[src/hw/tcc_pkg.sv]
// Register map, field layout and encodings for the timer capture/compare channels
package tcc_pkg;
    localparam int TCC_ADDR_W = 16;
    localparam int TCC_VAL_W  = 16;
    localparam int TCC_NCH    = 3;

    localparam logic [15:0] TCC_CH2_CTL  = 16'h00E7;
    localparam logic [15:0] TCC_CH2_LOW  = 16'h00DE;
    localparam logic [15:0] TCC_CH2_HIGH = 16'h00DF;
    localparam logic [15:0] TCC_CH3_CTL  = 16'h62A3;
    localparam logic [15:0] TCC_CH3_LOW  = 16'h62AC;
    localparam logic [15:0] TCC_CH3_HIGH = 16'h62AD;
    localparam logic [15:0] TCC_CH4_CTL  = 16'h62A4;
    localparam logic [15:0] TCC_CH4_LOW  = 16'h62AE;
    localparam logic [15:0] TCC_CH4_HIGH = 16'h62AF;

    localparam int TCC_RADIO_BIT = 7;
    localparam int TCC_MASK_BIT  = 6;
    localparam int TCC_CMP_HI    = 5;
    localparam int TCC_CMP_LO    = 3;
    localparam int TCC_MODE_BIT  = 2;
    localparam int TCC_CAP_HI    = 1;
    localparam int TCC_CAP_LO    = 0;

    localparam logic [7:0]  TCC_CTL_RESET = 8'h40;
    localparam logic [7:0]  TCC_BYTE_ZERO = 8'h00;
    localparam logic [15:0] TCC_COUNT_ZERO = 16'h0000;

    typedef enum logic [2:0] {
        TCC_ACT_SET      = 3'h0,
        TCC_ACT_CLEAR    = 3'h1,
        TCC_ACT_TOGGLE   = 3'h2,
        TCC_ACT_SET_UP   = 3'h3,
        TCC_ACT_CLR_UP   = 3'h4,
        TCC_ACT_CLR_CH0  = 3'h5,
        TCC_ACT_SET_CH0  = 3'h6,
        TCC_ACT_INIT     = 3'h7
    } tcc_action_t;

    typedef enum logic [1:0] {
        TCC_CAP_NONE = 2'h0,
        TCC_CAP_RISE = 2'h1,
        TCC_CAP_FALL = 2'h2,
        TCC_CAP_BOTH = 2'h3
    } tcc_edge_t;
endpackage

[src/hw/tcc_channel.sv]
// One capture/compare channel: control, buffered value, capture and output action
`timescale 1ns/1ps
module tcc_channel
    import tcc_pkg::*;
#(
    parameter int VAL_W = TCC_VAL_W
) (
    input  wire logic             core_clk,
    input  wire logic             reset_n,
    input  wire logic             ctl_we,
    input  wire logic             low_we,
    input  wire logic             high_we,
    input  wire logic [7:0]       wdata,
    input  wire logic [VAL_W-1:0] timer_counter,
    input  wire logic [VAL_W-1:0] ch0_value,
    input  wire logic             count_down,
    input  wire logic             up_down_mode,
    input  wire logic             capture_pin,
    input  wire logic             radio_irq,
    output logic [7:0]            control,
    output logic [VAL_W-1:0]      value,
    output logic                  out_pin,
    output logic                  irq_req
);
    logic [7:0]       low_buf;
    logic [VAL_W-1:0] pending;
    logic             pend_valid;
    logic             src_prev;
    logic             src;
    logic             rise;
    logic             fall;
    logic             cap_hit;
    logic             match;
    logic             match0;
    logic             at_zero;
    logic             compare_mode;
    logic [2:0]       act;
    logic             next_out;

    assign compare_mode = control[TCC_MODE_BIT];
    assign act          = control[TCC_CMP_HI:TCC_CMP_LO];
    assign src          = control[TCC_RADIO_BIT] ? radio_irq : capture_pin;
    assign rise         = src & ~src_prev;
    assign fall         = ~src & src_prev;
    assign at_zero      = (timer_counter == TCC_COUNT_ZERO);
    assign match        = (timer_counter == value);
    assign match0       = (timer_counter == ch0_value);

    always_comb begin
        case (tcc_edge_t'(control[TCC_CAP_HI:TCC_CAP_LO]))
            TCC_CAP_RISE: cap_hit = rise;
            TCC_CAP_FALL: cap_hit = fall;
            TCC_CAP_BOTH: cap_hit = rise | fall;
            default:      cap_hit = 1'b0;
        endcase
        if (compare_mode) begin
            cap_hit = 1'b0;
        end
    end

    always_ff @(posedge core_clk) begin
        if (!reset_n) begin
            src_prev <= 1'b0;
        end else begin
            src_prev <= src;
        end
    end

    // Code 111 only strikes the pin; the stored action field is kept
    always_ff @(posedge core_clk) begin
        if (!reset_n) begin
            control <= TCC_CTL_RESET;
        end else if (ctl_we) begin
            if (wdata[TCC_CMP_HI:TCC_CMP_LO] == TCC_ACT_INIT) begin
                control <= {wdata[TCC_RADIO_BIT:TCC_MASK_BIT],
                            control[TCC_CMP_HI:TCC_CMP_LO],
                            wdata[TCC_MODE_BIT:TCC_CAP_LO]};
            end else begin
                control <= wdata;
            end
        end
    end

    // Low byte never lands alone; it rides with the next high-byte update
    always_ff @(posedge core_clk) begin
        if (!reset_n) begin
            low_buf    <= TCC_BYTE_ZERO;
            pending    <= '0;
            pend_valid <= 1'b0;
            value      <= '0;
        end else begin
            if (low_we) begin
                low_buf <= wdata;
            end
            if (high_we && compare_mode) begin
                pending    <= {wdata, low_buf};
                pend_valid <= 1'b1;
            end else if (pend_valid && at_zero) begin
                pend_valid <= 1'b0;
            end
            if (high_we && !compare_mode) begin
                value <= {wdata, low_buf};
            end else if (pend_valid && at_zero) begin
                value <= pending;
            end else if (cap_hit) begin
                value <= timer_counter;
            end
        end
    end

    always_comb begin
        next_out = out_pin;
        case (tcc_action_t'(act))
            TCC_ACT_SET:    if (match) next_out = 1'b1;
            TCC_ACT_CLEAR:  if (match) next_out = 1'b0;
            TCC_ACT_TOGGLE: if (match) next_out = ~out_pin;
            TCC_ACT_SET_UP: begin
                if (up_down_mode) begin
                    if (match) next_out = ~count_down;
                end else if (match) begin
                    next_out = 1'b1;
                end else if (at_zero) begin
                    next_out = 1'b0;
                end
            end
            TCC_ACT_CLR_UP: begin
                if (up_down_mode) begin
                    if (match) next_out = count_down;
                end else if (match) begin
                    next_out = 1'b0;
                end else if (at_zero) begin
                    next_out = 1'b1;
                end
            end
            TCC_ACT_CLR_CH0: begin
                if (match) next_out = 1'b1;
                else if (match0) next_out = 1'b0;
            end
            TCC_ACT_SET_CH0: begin
                if (match) next_out = 1'b0;
                else if (match0) next_out = 1'b1;
            end
            default: next_out = out_pin;
        endcase
        if (!compare_mode) begin
            next_out = out_pin;
        end
        if (ctl_we && wdata[TCC_CMP_HI:TCC_CMP_LO] == TCC_ACT_INIT) begin
            next_out = 1'b0;
        end
    end

    always_ff @(posedge core_clk) begin
        if (!reset_n) begin
            out_pin <= 1'b0;
        end else begin
            out_pin <= next_out;
        end
    end

    // Compare events are edge-free: a match held for several ticks raises one pulse per tick
    always_ff @(posedge core_clk) begin
        if (!reset_n) begin
            irq_req <= 1'b0;
        end else begin
            irq_req <= control[TCC_MASK_BIT] & (cap_hit | (compare_mode & match));
        end
    end

    a_capture_loads: assert property (@(posedge core_clk) disable iff (!reset_n)
        cap_hit && !high_we && !(pend_valid && at_zero) |=> value == $past(timer_counter))
        else $error("capture did not load counter");
    a_mask_gates_irq: assert property (@(posedge core_clk) disable iff (!reset_n)
        !control[TCC_MASK_BIT] && !ctl_we |=> !irq_req)
        else $error("masked channel raised request");
    a_init_keeps_act: assert property (@(posedge core_clk) disable iff (!reset_n)
        ctl_we && wdata[TCC_CMP_HI:TCC_CMP_LO] == TCC_ACT_INIT |=> $stable(act))
        else $error("action field changed on init");
    a_high_delayed: assert property (@(posedge core_clk) disable iff (!reset_n)
        high_we && compare_mode && !at_zero |=> pend_valid && value == $past(value))
        else $error("compare value updated early");
    a_pend_applies: assert property (@(posedge core_clk) disable iff (!reset_n)
        pend_valid && at_zero && !high_we |=> !pend_valid && value == $past(pending))
        else $error("buffered value not applied at zero");
    a_set_on_match: assert property (@(posedge core_clk) disable iff (!reset_n)
        compare_mode && act == TCC_ACT_SET && match && !ctl_we |=> out_pin)
        else $error("set action missed");
    a_toggle_match: assert property (@(posedge core_clk) disable iff (!reset_n)
        compare_mode && act == TCC_ACT_TOGGLE && match && !ctl_we |=> out_pin != $past(out_pin))
        else $error("toggle action missed");
    a_updown_set: assert property (@(posedge core_clk) disable iff (!reset_n)
        compare_mode && act == TCC_ACT_SET_UP && up_down_mode && match && !ctl_we
        |=> out_pin == !$past(count_down))
        else $error("up-down set action wrong");
    a_ch0_clear: assert property (@(posedge core_clk) disable iff (!reset_n)
        compare_mode && act == TCC_ACT_CLR_CH0 && match0 && !match && !ctl_we |=> !out_pin)
        else $error("channel 0 clear missed");
endmodule

[src/hw/tcc_top.sv]
// Channels 2 to 4 of the timer capture/compare unit with their register decode
`timescale 1ns/1ps
module tcc_top
    import tcc_pkg::*;
#(
    parameter int NCH   = TCC_NCH,
    parameter int VAL_W = TCC_VAL_W
) (
    input  wire logic                  core_clk,
    input  wire logic                  reset_n,
    input  wire logic [TCC_ADDR_W-1:0] reg_addr,
    input  wire logic                  reg_wr,
    input  wire logic [7:0]            reg_wdata,
    output logic [7:0]                 reg_rdata,
    input  wire logic [VAL_W-1:0]      timer_counter,
    input  wire logic [VAL_W-1:0]      ch0_value,
    input  wire logic                  count_down,
    input  wire logic                  up_down_mode,
    input  wire logic [NCH-1:0]        capture_pin,
    input  wire logic                  radio_irq,
    output logic [NCH-1:0]             out_pin,
    output logic [NCH-1:0]             irq_req
);
    localparam logic [15:0] CTL_ADDR [3]  = '{TCC_CH2_CTL, TCC_CH3_CTL, TCC_CH4_CTL};
    localparam logic [15:0] LOW_ADDR [3]  = '{TCC_CH2_LOW, TCC_CH3_LOW, TCC_CH4_LOW};
    localparam logic [15:0] HIGH_ADDR [3] = '{TCC_CH2_HIGH, TCC_CH3_HIGH, TCC_CH4_HIGH};

    logic [7:0]       control [NCH];
    logic [VAL_W-1:0] value   [NCH];
    logic [7:0]       next_rdata;

    // Reads return live value bytes, not the write buffer
    for (genvar i = 0; i < NCH; i++) begin : g_ch
        tcc_channel #(
            .VAL_W (VAL_W)
        ) u_ch (
            .core_clk      (core_clk),
            .reset_n       (reset_n),
            .ctl_we        (reg_wr && reg_addr == CTL_ADDR[i]),
            .low_we        (reg_wr && reg_addr == LOW_ADDR[i]),
            .high_we       (reg_wr && reg_addr == HIGH_ADDR[i]),
            .wdata         (reg_wdata),
            .timer_counter (timer_counter),
            .ch0_value     (ch0_value),
            .count_down    (count_down),
            .up_down_mode  (up_down_mode),
            .capture_pin   (capture_pin[i]),
            .radio_irq     (radio_irq),
            .control       (control[i]),
            .value         (value[i]),
            .out_pin       (out_pin[i]),
            .irq_req       (irq_req[i])
        );
    end

    always_comb begin
        next_rdata = TCC_BYTE_ZERO;
        for (int i = 0; i < NCH; i++) begin
            if (reg_addr == CTL_ADDR[i]) next_rdata = control[i];
            if (reg_addr == LOW_ADDR[i]) next_rdata = value[i][7:0];
            if (reg_addr == HIGH_ADDR[i]) next_rdata = value[i][15:8];
        end
    end

    always_ff @(posedge core_clk) begin
        if (!reset_n) begin
            reg_rdata <= TCC_BYTE_ZERO;
        end else begin
            reg_rdata <= next_rdata;
        end
    end

    a_ctl_reset_mask: assert property (@(posedge core_clk)
        $rose(reset_n) |-> control[0] == TCC_CTL_RESET)
        else $error("control reset value wrong");
    a_read_control: assert property (@(posedge core_clk) disable iff (!reset_n)
        reg_addr == TCC_CH2_CTL && !reg_wr |=> reg_rdata == $past(control[0]))
        else $error("control readback wrong");
endmodule
[config.mk]
export PLATFORM = sky130hd
export DESIGN_NAME = tcc_top
export DESIGN_NICKNAME = d
export VERILOG_FILES = /design/src/hw/tcc_pkg.sv /design/src/hw/tcc_channel.sv /design/src/hw/tcc_top.sv
export SDC_FILE = /design/constraint.sdc
export NUM_CORES = 1
export LEC_CHECK = 0
export BUFFER_PORTS_ARGS = -buffer_cell sky130_fd_sc_hd__buf_4
export CORE_UTILIZATION = 35
export DETAILED_ROUTE_END_ITERATION = 10
export GPL_TIMING_DRIVEN = 0
export PLACE_DENSITY_LB_ADDON = 0.25
export SLEW_MARGIN = 20
export SYNTH_ARGS = -nofsm -noshare
export SYNTH_HDL_FRONTEND = slang
export SYNTH_HIERARCHICAL = 1
export SYNTH_SLANG_ARGS = --single-unit
[constraint.sdc]
create_clock -name core_clk -period 3.3 [get_ports core_clk]
set_input_delay 0.66 -clock core_clk [delete_from_list [all_inputs] [get_ports core_clk]]
set_output_delay 0.66 -clock core_clk [all_outputs]
set_load 0.1 [all_outputs]
==> results_dict.tcl <==
set metrics [dict create \
    cts_hold_buf 0 \
    coreArea_um2 27000 \
    first_pass_iters 5 \
    clockRootBuffer "clkbuf_16" \
    setup_viol 0 \
    overflow 0 \
    reg2regPathDepth 10 \
    antenna_found_initial 0 \
    clockBufferDepth 2 \
    pin_count 79 \
    layout.nets 1335 \
    status "completed" \
    track_usage_pct 24.1 \
    crit_arrival_ns 3.58 \
    drc 0 \
    synth_warnings 6 \
    pwr_density_cell_nw_per_um2 390 \
    cts_tree "yes" \
    yosys.area.top_type_share_pct 34.2 \
    avgViaCountPerCell 5.70 \
    die_y_um 168 \
    dp_hpwl_um 23800 \
    fin_area_um2 11200 \
    r2r-end "g_ch[0].u_ch/value[0]" \
    die_area_um2 28100 \
    yosys-top-cells-area "dfxtp_1 34%, xor2_1 9.1%, nand2_1 7.5%" \
    final_cell_mix "191 x nand2_1, 164 x dfxtp_1, 100 x xor2_1" \
    min_period_ns 3.21 \
    wire_per_inst_um 21.2 \
    peakVddDrop_mv 0.275 \
    drtIter0Drc 671 \
    worst_pin_slew_ns 0.741 \
    synth_nets 1240 \
    path_class "in -> reg" \
    num_vias 9228 \
    final_common_cell "nand2_1" \
    clock_skew_ns 0.0148 \
    rrSetupSlack_ns 0.69 \
    port_buffers 76 \
    p_leak_nw 4.13 \
    grt_max_degree 30 \
    synth-edff-count 0 \
    worstHoldPathCells 2 \
    grt_pass1_wl_um 50900 \
    clkSinkCount 164 \
    path_max_fanout 10 \
    syn_area_um2 9600 \
    finalMaxSlewViolations 0 \
    fill_cells 2739 \
    die_w_um 168 \
    synth_ff_type "dfxtp_1" \
    cts_buffers 17 \
    whs_endpoint "g_ch[1].u_ch/pending[10]" \
    postSynthCellCount 1169 \
    synth.distinct_cells 55 \
    diodes 0 \
    rsz0062_at_grt "false" \
    area_growth_pct 16.4 \
    syn_area_per_cell_um2 8.21 \
    multiInputGateArea_um2 5860 \
    start_kind "input pin" \
    insertion_delay_ns 0.44 \
    ys_seq_elements 164 \
    gp_congestion 0.890 \
    hold_viol 0 \
    post-route-period-util_pct 97.4 \
    worstPathRequired_ns 3.66 \
    hp-start "g_ch[1].u_ch/pending[10]" \
    endpoint_kind "register" \
    max_cap_viol_count 0 \
    path_clk_slew_ns 0.07 \
    max_freq_mhz 311 \
    placed_area_um2 10600 \
    hold_class "reg -> reg" \
    async_reset_ff_share_pct 0 \
    drtAntennaViolNets 0 \
    std_cell_rows 60 \
    drive_above_1_share_pct 11.4 \
    synth_area_leader_cell "dfxtp_1" \
    wl_um 34300 \
    htree_num_levels 4 \
    start_util_pct 35.6 \
    slew_headroom_pct 50.6 \
    final-seq-area_um2 3280 \
    r2r_start "g_ch[0].u_ch/control[7]" \
    grt_pass1_vias 8408 \
    seq_area_frac_synth_pct 34.2 \
    fin_hold_ws_ns 0.458 \
]
-- synthesized netlist by cell type (all sizes together), types with 8 or more instances --
cell type,n
nor2,68
a22oi,8
inv,20
o2bb2ai,8
a31oi,54
nand4,10
clkbuf,61
xor2,100
a211oi,9
dfxtp,164
buf,23
nor4,38
a211o,48
nor3,9
a21boi,99
nor2b,48
o21ai,49
nand2,191
nand3,10
mux2i,53
a21oi,23
-- worst max-delay path by stage --
stage,start,end,slack [ns],cells past startpoint
after detailed placement,reg_addr[4],g_ch[2].u_ch/value[13],-0.48,12
after CTS,reg_addr[4],g_ch[2].u_ch/value[6],0.15,12
after floorplan,reg_addr[11],g_ch[1].u_ch/value[10],0.55,11
after global placement,reg_addr[4],g_ch[2].u_ch/value[13],-0.52,12
after global routing,reg_addr[4],g_ch[2].u_ch/value[11],0.006,12
final,reg_addr[4],g_ch[2].u_ch/value[13],0.09,12
-- where the power goes --
part | internal [W] | leakage [nW] | total [W] | switching, W
combinational | 0.000157 | 2.53 | 0.000433 | 0.000277
clock | 0.00106 | 0.275 | 0.00194 | 0.000883
sequential | 0.00198 | 1.32 | 0.00198 | 0.00000108
-- per-stage QoR --
step                setup TNS (ns)  power [W]  util [%]  setup WS (ns)  cells
finish                           0    0.00435      41.5         0.0853   1618
global route                     0    0.00449      41.5        0.00576   1618
CTS                              0    0.00438      41.5          0.150   1618
detailed placement          -20.91    0.00245      39.3         -0.484   1586
global placement            -21.90    0.00245      39.3         -0.525   1586
floorplan                        0    0.00221         -          0.547   1169
-- per-layer routing --
layer  vias to the layer above  share of wire (%)  global-route usage (%)
met5                         -                  0                       0
met2                       376                 45                    37.4
li1                       4349                  -                       -
met3                        62                7.7                    4.18
met1                      4441                 45                    33.3
met4                         0                2.8                    9.17
-- registers in the layout, indices dropped and copies added (netlist names) --
signal and count:
g_ch.u_ch/irq_req 3, g_ch.u_ch/pending 48, g_ch.u_ch/out_pin 3, g_ch.u_ch/low_buf 24, g_ch.u_ch/value 48, g_ch.u_ch/control 24, g_ch.u_ch/pend_valid 3, g_ch.u_ch/src_prev 3
reg_rdata 8
-- layout make-up --
cell class                 instances  share of cell area, %
buffer                            84                   3.48
tap                              341                   3.82
clock buffer                      21                   4.30
timing repair buffer              76                   5.11
inverter                          20                  0.672
multi-input combinational        901                   52.5
sequential                       164                   29.4
clock inverter                    11                  0.784
-- critical path, cell delays in order --
cell	delay, ns
buf_4	0.11
nand3b_1	0.33
nor4_4	0.54
buf_6	0.20
nand2_1	0.15
nor3_2	0.37
inv_1	0.09
a31oi_1	0.25
a21oi_1	0.14
clkbuf_1	0.29
a211o_1	0.30
a21boi_1	0.13
-- repair_timing --
item	CTS	global route
resized for setup	2	2
cloned	0	0
endpoints found under the setup margin	20	1
setup buffers	0	0
-- cells by family after synthesis --
group / Yosys count / synth area share (%)
AND/OR/NAND/NOR: 413 / 21.0
AO/OA/AOI/OAI: 326 / 24.2
flip-flops: 164 / 34.2
buffers and inverters: 104 / 4.82
XOR/XNOR: 100 / 9.12
multiplexers: 56 / 5.88
adder cells (fa/ha/maj): 6 / 0.782
(Power assumes the default switching activity.)
